<file path="src/dtm_pkg.sv">
// constants for the die thermal monitor control block
package dtm_pkg;
   // ----------------------------------------
   // register offsets
   // ----------------------------------------
   localparam logic [7:0] FLAG_OFS = 8'h00;
   localparam logic [7:0] SENSE_OFS = 8'h01;
   localparam logic [7:0] MASK_OFS = 8'h02;
   localparam logic [7:0] CTRL_OFS = 8'h03;
   localparam logic [7:0] STAT_OFS = 8'h04;
   // ----------------------------------------
   // fields and reset values
   // ----------------------------------------
   localparam int NUM_WARN = 6;
   localparam int NUM_CHAN = 7;
   localparam int SD_CHAN = 6;
   localparam int MONITOR_ENABLE_BIT = 0;
   localparam int MONITOR_ALWAYS_ON_BIT = 1;
   localparam int STAT_TSD_BIT = 0;
   localparam int STAT_POWER_BIT = 1;
   localparam logic [5:0] FLAG_RST = 6'h00;
   localparam logic [5:0] MASK_RST = 6'h3f;
   localparam logic MON_EN_RST = 1'b1;
   localparam logic MON_AON_RST = 1'b0;
   // ----------------------------------------
   // timing
   // ----------------------------------------
   localparam int CLK_PERIOD_NS = 50;
   localparam int DB_TIME_NS = 10000;
   localparam int SAMPLE_WINDOW_NS = 450000;
   localparam int SAMPLE_INTERVAL_NS = 3000000;
   localparam int DB_CYC = (DB_TIME_NS + CLK_PERIOD_NS - 1) / CLK_PERIOD_NS;
   localparam logic [7:0] DB_LAST = 8'(DB_CYC - 1);
   localparam int WINDOW_CYC = SAMPLE_WINDOW_NS / CLK_PERIOD_NS;
   localparam int INTERVAL_CYC = SAMPLE_INTERVAL_NS / CLK_PERIOD_NS;
endpackage : dtm_pkg

</file>
<file path="src/dtm_ctrl.sv">
// die thermal monitor control: debounce, hysteresis, flags, sampling, shutdown
`timescale 1ns/10ps
module dtm_ctrl #(
   parameter int WINDOW_CYC = dtm_pkg::WINDOW_CYC,
   parameter int INTERVAL_CYC = dtm_pkg::INTERVAL_CYC
) (
   input wire logic core_clk,
   input wire logic srst,
   input wire logic [7:0] reg_addr,
   input wire logic [7:0] reg_wdata,
   input wire logic reg_wr,
   input wire logic reg_rd,
   output logic [7:0] reg_rdata,
   input wire logic sys_standby,
   input wire logic [6:0] ctr_above_lvl,
   input wire logic [6:0] ctr_above_hys,
   output logic mon_power,
   output logic tsd_req,
   output logic turn_on_inhibit,
   output logic host_irq_n
);
   // ctr_above_lvl: centre sensor above each level (bit 6 = shutdown level);
   // ctr_above_hys: centre sensor above level minus its hysteresis
   // the other die sensors have no port here: they only reach the analog mux

   function automatic logic hit(input logic [7:0] a, input logic [7:0] ofs);
      hit = (a == ofs);
   endfunction : hit

   logic mon_en_reg;
   logic mon_aon_reg;
   logic [5:0] flag_reg;
   logic [5:0] mask_reg;
   logic [6:0] sense_reg;
   logic [7:0] db_cnt [7];
   logic [15:0] samp_cnt;
   logic mon_power_reg;
   logic irq_n_reg;
   logic [7:0] rdata_reg;
   logic continuous;
   logic sampling_on;
   logic [6:0] target;
   logic [6:0] db_done;
   logic [5:0] warn_rise;
   logic [5:0] flag_clr;

   // ----------------------------------------
   // control registers
   // ----------------------------------------
   always_ff @(posedge core_clk) begin
      if (srst) begin
         mon_en_reg <= dtm_pkg::MON_EN_RST;
         mon_aon_reg <= dtm_pkg::MON_AON_RST;
      end else if (reg_wr && hit(reg_addr, dtm_pkg::CTRL_OFS)) begin
         mon_en_reg <= reg_wdata[dtm_pkg::MONITOR_ENABLE_BIT];
         mon_aon_reg <= reg_wdata[dtm_pkg::MONITOR_ALWAYS_ON_BIT];
      end
   end

   always_ff @(posedge core_clk) begin
      if (srst) begin
         mask_reg <= dtm_pkg::MASK_RST;
      end else if (reg_wr && hit(reg_addr, dtm_pkg::MASK_OFS)) begin
         mask_reg <= reg_wdata[5:0];
      end
   end

   // ----------------------------------------
   // sampling schedule
   // ----------------------------------------
   // standby never runs continuously whatever the always-on bit says
   assign continuous = mon_aon_reg && !sys_standby;
   assign sampling_on = mon_en_reg && (continuous || (samp_cnt < 16'(WINDOW_CYC)));

   always_ff @(posedge core_clk) begin
      if (srst || !mon_en_reg || continuous) begin
         samp_cnt <= 16'h0000;
      end else if (samp_cnt == 16'(INTERVAL_CYC - 1)) begin
         samp_cnt <= 16'h0000;
      end else begin
         samp_cnt <= samp_cnt + 16'h0001;
      end
   end

   always_ff @(posedge core_clk) begin
      if (srst) begin
         mon_power_reg <= 1'b0;
      end else begin
         mon_power_reg <= sampling_on;
      end
   end

   // ----------------------------------------
   // debounce and hysteresis per channel
   // ----------------------------------------
   // a set sense compares against the lower threshold, so it only falls below it
   assign target = (sense_reg & ctr_above_hys) | (~sense_reg & ctr_above_lvl);

   always_comb begin
      for (int i = 0; i < dtm_pkg::NUM_CHAN; i++) begin
         db_done[i] = sampling_on && (target[i] != sense_reg[i]) && (db_cnt[i] == dtm_pkg::DB_LAST);
      end
   end

   // counters restart when the sensor powers down: a window never resumes a stale count
   always_ff @(posedge core_clk) begin
      for (int i = 0; i < dtm_pkg::NUM_CHAN; i++) begin
         if (srst || !sampling_on || (target[i] == sense_reg[i]) || db_done[i]) begin
            db_cnt[i] <= 8'h00;
         end else begin
            db_cnt[i] <= db_cnt[i] + 8'h01;
         end
      end
   end

   always_ff @(posedge core_clk) begin
      if (srst || !mon_en_reg) begin
         sense_reg <= 7'h00;
      end else begin
         sense_reg <= sense_reg ^ db_done;
      end
   end

   // ----------------------------------------
   // interrupt flags
   // ----------------------------------------
   assign warn_rise = db_done[5:0] & ~sense_reg[5:0] & {6{mon_en_reg}};
   assign flag_clr = (reg_wr && hit(reg_addr, dtm_pkg::FLAG_OFS)) ? reg_wdata[5:0] : 6'h00;

   always_ff @(posedge core_clk) begin
      if (srst) begin
         flag_reg <= dtm_pkg::FLAG_RST;
      end else begin
         // a crossing in the clearing cycle wins
         flag_reg <= (flag_reg & ~flag_clr) | warn_rise;
      end
   end

   always_ff @(posedge core_clk) begin
      if (srst) begin
         irq_n_reg <= 1'b1;
      end else begin
         irq_n_reg <= !(|(flag_reg & ~mask_reg));
      end
   end

   // ----------------------------------------
   // register read port
   // ----------------------------------------
   always_ff @(posedge core_clk) begin
      if (srst) begin
         rdata_reg <= 8'h00;
      end else if (reg_rd) begin
         case (reg_addr)
            dtm_pkg::FLAG_OFS: rdata_reg <= {2'b00, flag_reg};
            dtm_pkg::SENSE_OFS: rdata_reg <= {1'b0, sense_reg};
            dtm_pkg::MASK_OFS: rdata_reg <= {2'b00, mask_reg};
            dtm_pkg::CTRL_OFS: rdata_reg <= {6'h00, mon_aon_reg, mon_en_reg};
            dtm_pkg::STAT_OFS: rdata_reg <= {6'h00, mon_power_reg, sense_reg[dtm_pkg::SD_CHAN]};
            default: rdata_reg <= 8'h00;
         endcase
      end else begin
         rdata_reg <= 8'h00;
      end
   end

   assign reg_rdata = rdata_reg;
   assign mon_power = mon_power_reg;
   // shutdown sense stays set until cooled past the shutdown hysteresis or the monitor is disabled
   assign tsd_req = sense_reg[dtm_pkg::SD_CHAN];
   assign turn_on_inhibit = sense_reg[dtm_pkg::SD_CHAN];
   assign host_irq_n = irq_n_reg;

   // ----------------------------------------
   // checks
   // ----------------------------------------
   irq_gate_a: assert property (@(posedge core_clk) disable iff (srst)
      (|(flag_reg & ~mask_reg)) |=> !host_irq_n)
      else $error("unmasked flag did not raise interrupt");

   irq_quiet_a: assert property (@(posedge core_clk) disable iff (srst)
      ((flag_reg & ~mask_reg) == 6'h00) |=> host_irq_n)
      else $error("interrupt without unmasked flag");

   flag_set_a: assert property (@(posedge core_clk) disable iff (srst)
      $rose(sense_reg[0]) |-> flag_reg[0])
      else $error("level one crossing did not set flag");

   w1c_clear_a: assert property (@(posedge core_clk) disable iff (srst)
      (reg_wr && reg_addr == dtm_pkg::FLAG_OFS && reg_wdata[0] && !warn_rise[0]) |=> !flag_reg[0])
      else $error("write one did not clear flag");

   w0_keep_a: assert property (@(posedge core_clk) disable iff (srst)
      (flag_reg[1] && !(reg_wr && reg_addr == dtm_pkg::FLAG_OFS && reg_wdata[1])) |=> flag_reg[1])
      else $error("flag lost without write one");

   off_quiet_a: assert property (@(posedge core_clk) disable iff (srst)
      !mon_en_reg ##1 !mon_en_reg |-> (sense_reg == 7'h00) && !$rose(flag_reg[2]))
      else $error("disabled monitor shows sense or new flag");

   debounce_len_a: assert property (@(posedge core_clk) disable iff (srst)
      $changed(sense_reg[0]) && mon_en_reg |-> $past(db_cnt[0]) == dtm_pkg::DB_LAST)
      else $error("sense changed before debounce time");

   hyst_hold_a: assert property (@(posedge core_clk) disable iff (srst)
      (sense_reg[3] && ctr_above_hys[3] && mon_en_reg) |=> sense_reg[3])
      else $error("sense released above hysteresis point");

   aon_power_a: assert property (@(posedge core_clk) disable iff (srst)
      (mon_en_reg && mon_aon_reg && !sys_standby) |=> mon_power)
      else $error("always-on run did not keep monitor powered");

   sample_off_a: assert property (@(posedge core_clk) disable iff (srst)
      (!continuous && samp_cnt >= 16'(WINDOW_CYC)) |=> !mon_power)
      else $error("monitor powered outside sampling window");

   tsd_inhibit_a: assert property (@(posedge core_clk) disable iff (srst)
      (tsd_req && ctr_above_hys[6] && mon_en_reg) |=> tsd_req && turn_on_inhibit)
      else $error("shutdown released before cooling past hysteresis");

   lvl1_set_a: assert property (@(posedge core_clk) disable iff (srst)
      warn_rise[0] |=> flag_reg[0])
      else $error("level one rise did not set flag");

   lvl2_set_a: assert property (@(posedge core_clk) disable iff (srst)
      warn_rise[1] |=> flag_reg[1])
      else $error("level two rise did not set flag");

   lvl3_set_a: assert property (@(posedge core_clk) disable iff (srst)
      warn_rise[2] |=> flag_reg[2])
      else $error("level three rise did not set flag");

   lvl4_set_a: assert property (@(posedge core_clk) disable iff (srst)
      warn_rise[3] |=> flag_reg[3])
      else $error("level four rise did not set flag");

   lvl5_set_a: assert property (@(posedge core_clk) disable iff (srst)
      warn_rise[4] |=> flag_reg[4])
      else $error("level five rise did not set flag");

   lvl6_set_a: assert property (@(posedge core_clk) disable iff (srst)
      warn_rise[5] |=> flag_reg[5])
      else $error("level six rise did not set flag");

   flag_sense_a: assert property (@(posedge core_clk) disable iff (srst)
      $rose(flag_reg[5]) |-> $rose(sense_reg[5]))
      else $error("flag set without sense crossing");

   sense_off_a: assert property (@(posedge core_clk) disable iff (srst)
      !mon_en_reg |=> (sense_reg == 7'h00))
      else $error("sense kept while monitor disabled");

   off_noflag_a: assert property (@(posedge core_clk) disable iff (srst)
      !mon_en_reg |-> (warn_rise == 6'h00))
      else $error("flag raised while monitor disabled");

   power_off_a: assert property (@(posedge core_clk) disable iff (srst)
      !mon_en_reg |=> !mon_power)
      else $error("monitor powered while disabled");

   ctrl_write_a: assert property (@(posedge core_clk) disable iff (srst)
      (reg_wr && reg_addr == dtm_pkg::CTRL_OFS && !reg_wdata[0]) |=> !mon_en_reg)
      else $error("enable bit write zero ignored");

   standby_samp_a: assert property (@(posedge core_clk) disable iff (srst)
      (sys_standby && samp_cnt >= 16'(WINDOW_CYC)) |=> !mon_power)
      else $error("standby powered outside sampling window");

   window_on_a: assert property (@(posedge core_clk) disable iff (srst)
      (mon_en_reg && !continuous && samp_cnt < 16'(WINDOW_CYC)) |=> mon_power)
      else $error("monitor not powered inside sampling window");

   samp_wrap_a: assert property (@(posedge core_clk) disable iff (srst)
      (mon_en_reg && !continuous && samp_cnt == 16'(INTERVAL_CYC - 1)) |=> (samp_cnt == 16'h0000))
      else $error("sampling interval did not wrap");

   samp_step_a: assert property (@(posedge core_clk) disable iff (srst)
      (mon_en_reg && !continuous && samp_cnt < 16'(INTERVAL_CYC - 1)) |=> (samp_cnt == $past(samp_cnt) + 16'h0001))
      else $error("sampling counter skipped");

   db_hold_a: assert property (@(posedge core_clk) disable iff (srst)
      (sampling_on && target[6] != sense_reg[6] && db_cnt[6] < dtm_pkg::DB_LAST) |=> (sense_reg[6] == $past(sense_reg[6])))
      else $error("shutdown sense changed before debounce time");

   db_count_a: assert property (@(posedge core_clk) disable iff (srst)
      (sampling_on && target[0] != sense_reg[0] && !db_done[0]) |=> (db_cnt[0] == $past(db_cnt[0]) + 8'h01))
      else $error("debounce counter did not advance");

   db_restart_a: assert property (@(posedge core_clk) disable iff (srst)
      !sampling_on |=> (db_cnt[0] == 8'h00))
      else $error("debounce count kept across power down");

   sense_rise_a: assert property (@(posedge core_clk) disable iff (srst)
      (!sense_reg[1] && !ctr_above_lvl[1]) |=> !sense_reg[1])
      else $error("sense set below its level");

   hyst_lvl1_a: assert property (@(posedge core_clk) disable iff (srst)
      (sense_reg[0] && ctr_above_hys[0] && mon_en_reg) |=> sense_reg[0])
      else $error("level one sense released above hysteresis point");

   tsd_pair_a: assert property (@(posedge core_clk) disable iff (srst)
      (tsd_req == turn_on_inhibit))
      else $error("shutdown request and turn-on inhibit differ");

   tsd_set_a: assert property (@(posedge core_clk) disable iff (srst)
      (db_done[6] && !sense_reg[6]) |=> tsd_req)
      else $error("shutdown crossing did not request shutdown");

   masked_quiet_a: assert property (@(posedge core_clk) disable iff (srst)
      (mask_reg == 6'h3f) |=> host_irq_n)
      else $error("interrupt raised with all levels masked");

   w1c_lvl2_a: assert property (@(posedge core_clk) disable iff (srst)
      (reg_wr && reg_addr == dtm_pkg::FLAG_OFS && reg_wdata[1] && !warn_rise[1]) |=> !flag_reg[1])
      else $error("write one did not clear level two flag");
endmodule : dtm_ctrl

</file>
<file path="config.mk">
export PLATFORM = sky130hd
export DESIGN_NAME = dtm_ctrl
export DESIGN_NICKNAME = d
export VERILOG_FILES = /design/src/dtm_pkg.sv /design/src/dtm_ctrl.sv
export SDC_FILE = /design/constraint.sdc
export NUM_CORES = 1
export LEC_CHECK = 0
export BUFFER_PORTS_ARGS = -buffer_cell sky130_fd_sc_hd__buf_2
export CORE_MARGIN = 2
export CORE_UTILIZATION = 63
export DETAILED_ROUTE_END_ITERATION = 6
export MAX_ROUTING_LAYER = met4
export PLACE_DENSITY = 0.91
export SLEW_MARGIN = 30
export SYNTH_ARGS = -nofsm -noshare
export SYNTH_HDL_FRONTEND = slang
export SYNTH_SLANG_ARGS = --single-unit
</file>
<file path="constraint.sdc">
create_clock -name core_clk -period 4.1 [get_ports core_clk]
set_input_delay 0.82 -clock core_clk [delete_from_list [all_inputs] [get_ports core_clk]]
set_output_delay 0.82 -clock core_clk [all_outputs]
set_load 0.1 [all_outputs]
</file>
# --- After elaboration in Yosys (flattened, before gate mapping) ---
# Memory sizes are Yosys's and may differ from the RTL's.
# Cells that the tools add are included.
totals:
  ff_bits: 47
  latchBits: 0
  ramBits: 56
  romBits: 0
  input_bits: 35
  memories: 1
mem_list:
  columns: ["name", "words", "word_bits", "read_ports", "rd_clocked_by_memory_dff", "write_ports", "line", "text"]
  rows:
  - ["db_cnt", 7, 8, 7, 0, 7, "dtm_ctrl.sv:35", "logic [7:0] db_cnt [7];"]
classes:
  add_sub_neg: 8
  n_mul: 0
  div_mod_pow: 0
  magnitude_cmp: 1
  eq_ne: 26
  n_shift: 0
  n_mux: 30
  bitwise_logic: 21
  n_reduce_logical: 45
op_table:
  columns: ["cell", "count"]
  rows:
  - ["8-bit by 1-bit adder with 8-bit output, second input constant", 7]
  - ["8-bit == test, second input constant", 7]
  - ["8-bit 2-to-1 mux", 7]
  - ["7-bit case mux with 5 select lines", 1]
  - ["6-bit bitwise AND", 4]
  - ["1-bit 2-to-1 mux", 21]
  - ["1-bit logical AND", 19]
  - ["1-bit logical OR", 18]
  - ["6-bit inverter", 3]
  - ["16-bit by 1-bit adder with 16-bit output, second input constant", 1]
  - ["16-bit == test, second input constant", 1]
  - ["8-bit by 2-bit == test with 1-bit output, second input constant", 2]
  - ["16-bit by 14-bit < comparator with 1-bit output, second input constant", 1]
  - ["7-bit bitwise AND", 2]
  - ["8-bit by 1-bit == test with 1-bit output, second input constant", 1]
  - ["8-bit by 3-bit == test with 1-bit output, second input constant", 1]
  - ["8-bit logical NOT", 1]
  - ["1-bit == test", 7]
  - ["1-bit != test", 7]
  - ["7-bit inverter", 1]
  - ["1-bit bitwise OR", 7]
  - ["7-bit bitwise OR", 1]
  - ["7-bit bitwise XOR", 1]
  - ["6-bit 2-to-1 mux", 1]
  - ["other kinds (5)", 9]

# --- Logic depth before layout (Yosys ltp) ---
# Gate-level depths: netlist of run 1.
depth:
  word_depth: 11
  ltp_mapped: 8

# --- Least setup slack after synthesis of run 1 ---
# Ideal clock, no wire load.
synth_timing:
  path_kind: "input port to flip-flop"
  start: "input reg_addr[6]"
  end: "register flag_reg[0]"
  arrival_time_ps: 2297
  setup_slack_ps: 1684
  stages: 4
  path_buffers: 0
  cell_sequence: "or4_4 > or4b_2 > o21ai_0 > a21oi_1"
synth_between:
  elab_chain_len: 6
synth_rtl:
  columns: ["element", "line", "text"]
  rows:
  - ["from (decl)", "dtm_ctrl.sv:9", "input wire logic [7:0] reg_addr,"]
  - ["8-bit logical NOT", "dtm_ctrl.sv:27", "hit = (a == ofs);"]
  - ["1-bit logical AND", "dtm_ctrl.sv:128", "assign flag_clr = (reg_wr && hit(reg_addr, dtm_pkg::FLAG_OFS)) ? reg_wdata[5:0] : 6'h00;"]
  - ["6-bit 2-to-1 mux", "dtm_ctrl.sv:128", null]
  - ["6-bit inverter", "dtm_ctrl.sv:135", "flag_reg <= (flag_reg & ~flag_clr) | warn_rise;"]
  - ["6-bit bitwise AND", "dtm_ctrl.sv:135", null]
  - ["6-bit bitwise OR", "dtm_ctrl.sv:135", null]
  - ["to (signal assigned)", "dtm_ctrl.sv:132", "flag_reg <= dtm_pkg::FLAG_RST;"]
  - ["to (signal assigned)", "dtm_ctrl.sv:135", null]
  - ["to (decl)", "dtm_ctrl.sv:32", "logic [5:0] flag_reg;"]
# No other way between the ends.
# A chain may end at the register's enable or synchronous reset.

# --- Worst setup path in the final report of run 1 ---
layout_timing:
  start: "register samp_cnt[11]"
  end: "register flag_reg[5]"
layout_between:
  elab_chain_len: 8
layout_rtl:
  columns: ["element", "line", "text"]
  rows:
  - ["from (decl)", "dtm_ctrl.sv:36", "logic [15:0] samp_cnt;"]
  - ["from (signal assigned)", "dtm_ctrl.sv:81", "samp_cnt <= samp_cnt + 16'h0001;"]
  - ["16-bit by 14-bit < comparator with 1-bit output", "dtm_ctrl.sv:73", "assign sampling_on = mon_en_reg && (continuous || (samp_cnt < 16'(WINDOW_CYC)));"]
  - ["1-bit logical OR", "dtm_ctrl.sv:73", null]
  - ["1-bit logical AND", "dtm_ctrl.sv:73", null]
  - ["1-bit logical AND (2 in series)", "dtm_ctrl.sv:101", "db_done[i] = sampling_on && (target[i] != sense_reg[i]) && (db_cnt[i] == dtm_pkg::DB_LAST);"]
  - ["6-bit bitwise AND (2 in series)", "dtm_ctrl.sv:127", "assign warn_rise = db_done[5:0] & ~sense_reg[5:0] & {6{mon_en_reg}};"]
  - ["6-bit bitwise OR", "dtm_ctrl.sv:135", null]
# No other way between the ends.

==> reports/qor.yml, run 1 <==
status:
  status: "complete, no violations"
critical_path:
  r2r-start: "samp_cnt[11]"
  path_max_fanout: 6
  start_kind: "register"
  criticalPathCategory: "reg -> reg"
  cp-end-kind: "register"
  arrival_ns: 2.86
  crit_start: "samp_cnt[11]"
  cp.required_ns: 4.40
logic_synthesis:
  synth-edff-count: 0
  synth.distinct_cells: 49
  synth_nets: 557
  synth-seq-cells: 102
  yosys_warnings: 0
  netlist_area_um2: 4570
  ys_seq_area_share_pct: 44.7
  synth_top_flop_cell: "dfxtp_1"
  synthArstFlopShare_pct: 0
  avgSynthCellArea_um2: 8.99
  synthCells: 508
place:
  place_hpwl_um: 6580
  gp_congestion: 0.862
  port-buffer-count: 43
  postPlaceCellArea_um2: 4830
hold_path:
  hp-class: "reg -> reg"
  hold_start: "db_cnt[3][0]"
die:
  pin_count: 47
  die_w_um: 89.2
  start_util_pct: 64.0
  fp.dieArea_um2: 7950
  core.rowCount: 31
  chipHeight_um: 89.2
  core_um2: 7140
routing:
  wl_per_cell_um: 14.0
  viasPerCell: 5.75
  drtAntennaViolNets: 0
  drt_iter0_drc: 268
  postRouteWirelength_um: 9120
  num_vias: 3751
  drc: 0
  drt-pass1-iter-count: 5
final_layout:
  regMostFlops: "db_cnt"
  antennaDiodeCount: 0
  register_area_um2: 2040
  multi_input_area_um2: 2320
  fillers: 556
  nets: 597
  reg_top3: "db_cnt (56), samp_cnt (16)"
  final_area_um2: 5020
  drive_gt1_share_pct: 12.1
  largest_reg_flops: 56
  area_delta_synth_final_pct: 9.81
sta:
  worst_pin_slew_ns: 0.750
  holdWs_ns: 0.455
  finalSetupViolations: 0
  rsz0062_at_grt: "no"
  slew_violations: 0
  relSlewSlack_pct: 49.4
  fmax_ghz: 0.391
  hold_viol_final: 0
  finalCriticalPeriod_ns: 2.56
  worst_clock_skew_ns: 0.0152
  tns_ns: 0
  finalCritPeriodShare_pct: 62.4
grt:
  gr-total-overflow: 0
  grt_max_degree: 58
  grt_pass1_vias: 3403
  grtUsageTotal_pct: 24.5
  antenna_found_initial: 0
  grt_pass1_wl_um: 15000
clock_network:
  post_cts_buffers: 0
  path_clk_slew_ns: 0.10
  cts.sinks: 102
  htree_levels: 3
  cts_tree: "built"
  holdBufCountCts: 0
  cts_resized: 0
  clk_latency_ns: 0.38
  cts-root-buf: "clkbuf_8"
  clock_path_buffers: 2
  cts_buffers: 9
pwr:
  p_per_area_nw_per_um2: 341
  p_leak_uw: 0.00187
  peakVddDrop_mv: 0.276
run:
  maxCapViolations: 0
## per-layer routing
layer	GRT usage (%)	vias to the layer above	wire length (um)
met4	9.09	0	220
met3	3.79	20	445
li1	-	1862	-
met2	39.6	106	4360
met5	-	-	0
met1	31.1	1763	4100
## path summary, 6_finish.rpt
check                           slack (ns)  cells past startpoint            to
worst max-delay path                  1.54                      6   flag_reg[5]
worst min-delay path                  0.45                      1  db_cnt[3][0]
worst max register to register        1.54                      6   flag_reg[5]
worst min register to register        0.45                      1  db_cnt[3][0]
## layout by cell type (no fill, tap or decap), types with 19 or more instances in the layout
cell     synthesis  final
dfxtp_1        102    102
nor3_1          58     58
nor2_1          45     45
buf_2            5     43
nand3_1         35     35
xor2_1          34     34
inv_1           30     30
nand2_1         28     28
xnor2_1         19     19
## kinds of logic after synthesis
kind of cell	count (synthesis)	synth area share, %
other cells	1	0.0821
buf+inv	45	4.41
compound gates	39	5.42
mux	14	3.07
fa+ha+maj	14	3.83
xor+xnor	53	10.2
simple gates	240	28.3
flops	102	44.7
## critical path, stage by stage (launching register included)
cell and delay (ns):
dfxtp_1 0.38, o311ai_0 0.70, nand4_1 0.51, nor4b_1 0.51, ha_1 0.22, nand2_1 0.06
a21oi_1 0.13
## Yosys cell counts, types with 5 or more instances
master	number	area, um^2
nand3_1	35	175
nor4b_1	6	52.6
nand4_1	10	62.6
clkbuf_1	5	18.8
xnor2_1	19	166
and3_1	15	93.8
inv_1	30	113
mux2i_1	14	140
nand2b_1	7	43.8
buf_2	5	25.0
or4_1	10	75.1
nor2_1	45	169
ha_1	14	175
dfxtp_1	102	2040
nor3_1	58	290
o21ai_0	8	40.0
nand2_1	28	105
nand3b_1	6	45.0
xor2_1	34	298
a21oi_1	15	75.1
## metrics by stage
| step | utilization [%] | total power (uW) | worst slack, ns | std cells |
|---|---|---|---|---|
| 2_1_floorplan | - | 1090 | 1.68 | 508 |
| 5_1_grt | 70.3 | 1770 | 1.29 | 652 |
| 6_report | 70.3 | 1710 | 1.54 | 652 |
| 4_1_cts | 70.3 | 1720 | 1.57 | 652 |
| 3_5_place_dp | 67.6 | 1120 | 1.34 | 636 |
| 3_3_place_gp | 67.6 | 1120 | 1.42 | 636 |
## report_power, final
part | switching [uW] | internal (uW)
clock network | 373 | 237
logic | 60.3 | 31.2
registers | 7.81 | 1000
total | 441 | 1270
## area by class of cell
type / instances / share of cell area, %
clock buffer: 9 / 2.47
clock inverter: 7 / 1.32
inverter: 30 / 2.24
multi-input combinational: 361 / 46.3
sequential: 102 / 40.7
tap: 99 / 2.47
timing repair buffer: 44 / 4.44
Power figures use the tool's default switching activity.
==> inputs of run 2 (changes only) <==
--- a/config.mk
+++ b/config.mk
@@ -7,10 +7,10 @@
 export LEC_CHECK = 0
 export BUFFER_PORTS_ARGS = -buffer_cell sky130_fd_sc_hd__buf_2
 export CORE_MARGIN = 2
-export CORE_UTILIZATION = 63
+export CORE_UTILIZATION = 58
 export DETAILED_ROUTE_END_ITERATION = 6
 export MAX_ROUTING_LAYER = met4
-export PLACE_DENSITY = 0.91
+export PLACE_DENSITY = 0.86
 export SLEW_MARGIN = 30
 export SYNTH_ARGS = -nofsm -noshare
 export SYNTH_HDL_FRONTEND = slang
==> constraint.sdc (replaced) <==
create_clock -name core_clk -period 2.4 [get_ports core_clk]
set_input_delay 0.48 -clock core_clk [delete_from_list [all_inputs] [get_ports core_clk]]
set_output_delay 0.48 -clock core_clk [all_outputs]
set_load 0.1 [all_outputs]
==> run 2 against run 1 <==
Compared with the run above: global-route usage fell by 2.1 points; highest routed layer unchanged; non-clock buffer count is 2 higher; die area increased by 8.2%; flip-flop and latch count is the same; count of clock-buffer cells in the layout rose by 2; via count is 1.3% lower; final area grew 0.27%; hold slack worse by 0.072 ns; clock power is 57% higher.
==> reports/qor.yml, run 2 (synthesis gave the netlist of run 1 again) <==
run:
  maxCapViolations: 0
critical_path:
  cpPeakStageDelay_ns: 0.47
  cp_slowest_cell: "nor4b_1"
  cp.required_ns: 2.69
  cp_cell_sequence: "o311ai_2 -> nand4_1 -> nor4b_1 -> ha_1 -> nand2_1 -> a21oi_1"
  regToRegSetupSlack_ns: 0.28
  criticalPathCategory: "reg -> reg"
  cp-end-kind: "register"
  arrival_ns: 2.41
  r2r.worst_path.cells: 6
  path_max_fanout: 6
  start_kind: "register"
final_layout:
  final_area_um2: 5030
  area_delta_synth_final_pct: 10.1
  nets: 599
  final_common_cell: "dfxtp_1"
  drive_gt1_share_pct: 12.3
  instances_no_fill: 657
  fin_util_pct: 65.4
  regMostFlops: "db_cnt"
  largest_reg_flops: 56
  antennaDiodeCount: 0
  final_cell_mix: "dfxtp_1, nor3_1, nor2_1, buf_2, nand3_1"
  reg_top3: "db_cnt (56), samp_cnt (16)"
clock_network:
  path_clk_slew_ns: 0.10
  cts_tree: "built"
  clock_path_buffers: 2
  cts-root-buf: "clkbuf_8"
  cts.sinks: 102
  cts_buffers: 9
  holdBufCountCts: 0
  clk_latency_ns: 0.36
  htree_levels: 3
  post_cts_buffers: 0
routing:
  viasPerCell: 5.63
  drc: 0
  postRouteWirelength_um: 9090
  drt_iter0_drc: 136
  wl_per_cell_um: 13.8
  num_vias: 3702
  drt-pass1-iter-count: 4
  drtAntennaViolNets: 0
place:
  postPlaceCellArea_um2: 4860
  dp_cells: 641
  gp_congestion: 0.911
  port-buffer-count: 43
  place_hpwl_um: 6420
grt:
  grt_pass1_wl_um: 15500
  antenna_found_initial: 0
  grtUsageTotal_pct: 22.4
  gr-total-overflow: 0
  grt_max_degree: 58
  grt_pass1_vias: 3639
hold_path:
  min_path_cells: 3
  hp-class: "in -> reg"
die:
  chipHeight_um: 92.7
  start_util_pct: 59.4
  pin_count: 47
  core_um2: 7690
  core.rowCount: 32
  die_w_um: 92.7
  fp.dieArea_um2: 8600
sta:
  hold_viol_final: 0
  worst_clock_skew_ns: 0.0133
  finalSetupViolations: 0
  slew_violations: 0
  finalCritPeriodShare_pct: 88.3
  fmax_ghz: 0.472
  holdWs_ns: 0.383
  rsz0062_at_grt: "no"
  tns_ns: 0
  finalCriticalPeriod_ns: 2.12
  worst_pin_slew_ns: 0.606
  relSlewSlack_pct: 59.4
pwr:
  p_per_area_nw_per_um2: 565
  peakVddDrop_mv: 0.250
  p_leak_uw: 0.00188
status:
  status: "complete, no violations"
## run 2: stage by stage
stage / total power, uW / setup WS [ns]
5_1_grt: 2930 / 0.114
2_1_floorplan: 1870 / 0.324
4_1_cts: 2860 / 0.154
3_3_place_gp: 1920 / 0.0686
3_5_place_dp: 1920 / -0.0270
6_report: 2840 / 0.281
## run 2: final cells by class
type / count / area [um^2]
sequential: 102 / 2040
clock buffer: 11 / 131
timing repair buffer: 46 / 250
multi-input combinational: 361 / 2330
tap: 102 / 128
fill: 628 / 2660
clock inverter: 5 / 33.8
inverter: 30 / 113
## run 2: per-layer routing
metal / up-vias / wire length (um) / track usage, %
met5: - / 0 / -
met4: 0 / 212 / 9.31
met3: 21 / 380 / 3.91
met2: 88 / 4250 / 37.6
met1: 1733 / 4240 / 26.8
li1: 1860 / - / -
## run 2: final timing paths
kind / end / startpoint
setup / recovery: flag_reg[4] / samp_cnt[11]
hold / removal: mask_reg[5] / reg_wdata[5]
hold reg to reg: db_cnt[5][0] / db_cnt[5][0]
setup reg to reg: flag_reg[4] / samp_cnt[11]
## run 2: repair_timing
action | in CTS | in global routing
hold endpoints to repair | 0 | 0
pin swaps | 0 | 1
endpoints found under the setup margin | 6 | 10
resized for setup | 1 | 1
## run 2: report_power, final
| part | switching, uW | total [uW] | leakage [uW] | internal, uW |
|---|---|---|---|---|
| logic | 106 | 163 | 0.000971 | 57.1 |
| registers | 13.4 | 1720 | 0.000825 | 1710 |
| clock network | 578 | 957 | 0.0000797 | 379 |
## run 2: critical path: cells and delay by family (launching register included)
kind | cells | cell delay (ns)
fa+ha+maj | 1 | 0.22
flops | 1 | 0.39
simple gates | 3 | 0.89
compound gates | 2 | 0.54
==> inputs of run 3 (changes only) <==
==> constraint.sdc (replaced) <==
create_clock -name core_clk -period 2.31 [get_ports core_clk]
set_input_delay 0.462 -clock core_clk [delete_from_list [all_inputs] [get_ports core_clk]]
set_output_delay 0.462 -clock core_clk [all_outputs]
set_load 0.1 [all_outputs]
==> run 3 against run 2 <==
Compared with the run above: non-clock buffer count up 3; power up 11%; hold slack worse by 0.031 ns; critical endpoint is now sense_reg[1]; critical path type unchanged; flip-flop and latch count unchanged; utilization up 0.78 points; register-to-register slack worse by 0.09 ns; cell count up 0.30%; via count up 1.0%.
==> reports/qor.yml, run 3 (synthesis gave the netlist of run 1 again) <==
status:
  status: "complete, no violations"
routing:
  drt-pass1-iter-count: 7
  viasPerCell: 5.67
  drt_iter0_drc: 154
  drc: 0
  postRouteWirelength_um: 9190
  num_vias: 3739
  drtAntennaViolNets: 0
  wl_per_cell_um: 13.9
sta:
  finalSetupViolations: 0
  worst_pin_slew_ns: 0.668
  hold_viol_final: 0
  finalCritPeriodShare_pct: 91.7
  rsz0062_at_grt: "no"
  finalCriticalPeriod_ns: 2.12
  slew_violations: 0
  relSlewSlack_pct: 55.3
  worst_clock_skew_ns: 0.0129
  fmax_ghz: 0.472
clock_network:
  clk_latency_ns: 0.36
  cts-root-buf: "clkbuf_8"
  cts_tree: "built"
  htree_levels: 3
  holdBufCountCts: 0
  cts.sinks: 102
  clock_path_buffers: 2
  post_cts_buffers: 0
  path_clk_slew_ns: 0.09
  cts_buffers: 9
critical_path:
  cp-end-kind: "register"
  cpPeakStageDelay_ns: 0.47
  path_delay_family: "simple AND/OR/NAND/NOR gates"
  start_kind: "register"
  path_buf_inv: 0
  cp_slowest_cell: "o311ai_1"
  arrival_ns: 2.41
  path_max_fanout: 6
  cp.required_ns: 2.60
  cp_cell_sequence: "o311ai_1 -> nand4_1 -> nor4b_1 -> ha_1 -> nor2_1"
  criticalPathCategory: "reg -> reg"
run:
  maxCapViolations: 0
pwr:
  finalPower_uw: 3150
  p_leak_uw: 0.00192
  peakVddDrop_mv: 0.278
  p_per_area_nw_per_um2: 620
final_layout:
  drive_gt1_share_pct: 12.7
  fin_util_pct: 66.2
  reg_top3: "db_cnt (56), samp_cnt (16)"
  fillers: 619
  final_common_cell: "dfxtp_1"
  nets: 602
  regMostFlops: "db_cnt"
  antennaDiodeCount: 0
  largest_reg_flops: 56
  area_delta_synth_final_pct: 11.4
  final_cell_mix: "dfxtp_1, nor3_1, nor2_1, buf_2, nand3_1"
hold_path:
  hp-class: "in -> reg"
grt:
  grtUsageTotal_pct: 22.5
  grt_pass1_wl_um: 15400
  gr-total-overflow: 0
  grt_pass1_vias: 3527
  grt_max_degree: 57
  antenna_found_initial: 0
die:
  fp.dieArea_um2: 8600
  start_util_pct: 59.4
  core_um2: 7690
  pin_count: 47
  core.rowCount: 32
  die_w_um: 92.7
  chipHeight_um: 92.7
place:
  gp_congestion: 0.905
  place_hpwl_um: 6380
  port-buffer-count: 43
## run 3: cell count changes in the layout (fill, tap and decap cells not counted), sizes merged
cell      delta
buf          +3
clkbuf       -2
clkinvlp     -1
bufinv       +2
## run 3: power by group
| part | switching (uW) | total (uW) | internal [uW] | leakage, uW |
|---|---|---|---|---|
| Combinational | 111 | 172 | 60.4 | 0.000986 |
| Sequential | 14.4 | 1790 | 1770 | 0.000825 |
| Clock | 589 | 1190 | 604 | 0.000105 |
| Total | 715 | 3150 | 2440 | 0.00192 |
## run 3: layout make-up
cell class | instances | area (um^2) | area share [%]
Multi-Input combinational cell | 361 | 2320 | 45.7
Clock inverter | 6 | 86.3 | 1.70
Inverter | 30 | 113 | 2.21
Sequential cell | 102 | 2040 | 40.1
Clock buffer | 9 | 124 | 2.43
Timing Repair Buffer | 49 | 273 | 5.36
Tap cell | 102 | 128 | 2.51
## run 3: repair_timing
action	4_1_cts	5_1_grt
gates resized for setup	1	0
endpoints found under the setup margin	12	1
pin swaps	0	1
## run 3: metrics by stage
stage	worst slack, ns	cell area [um^2]	hold WS [ns]	cells	setup TNS, ns
5_1_grt	0.0377	5090	0.370	659	0
6_report	0.191	5090	0.352	659	0
2_1_floorplan	0.252	4570	0.423	508	0
3_3_place_gp	0.0426	4880	0.433	644	0
4_1_cts	0.159	5090	0.341	659	0
3_5_place_dp	-0.0447	4880	0.444	644	-0.217
## run 3: layer usage
metal | track usage (%) | vias up | wire (um)
li1 | - | 1865 | -
met1 | 28.3 | 1744 | 4230
met2 | 35.8 | 107 | 4270
met3 | 3.74 | 23 | 479
met4 | 10.5 | 0 | 206
met5 | - | - | 0
## run 3: final timing paths
kind | cells past startpoint | slack [ns] | to | start
max | 5 | 0.19 | sense_reg[1] | samp_cnt[10]
min | 3 | 0.35 | mask_reg[5] | reg_wdata[5]
max reg2reg | 5 | 0.19 | sense_reg[1] | samp_cnt[10]
min reg2reg | 1 | 0.45 | db_cnt[0][0] | db_cnt[0][0]
## run 3: tightest hold or removal path, cell delays in order
cell and delay [ns]:
buf_2 0.10, mux2i_1 0.07, nand2_1 0.06
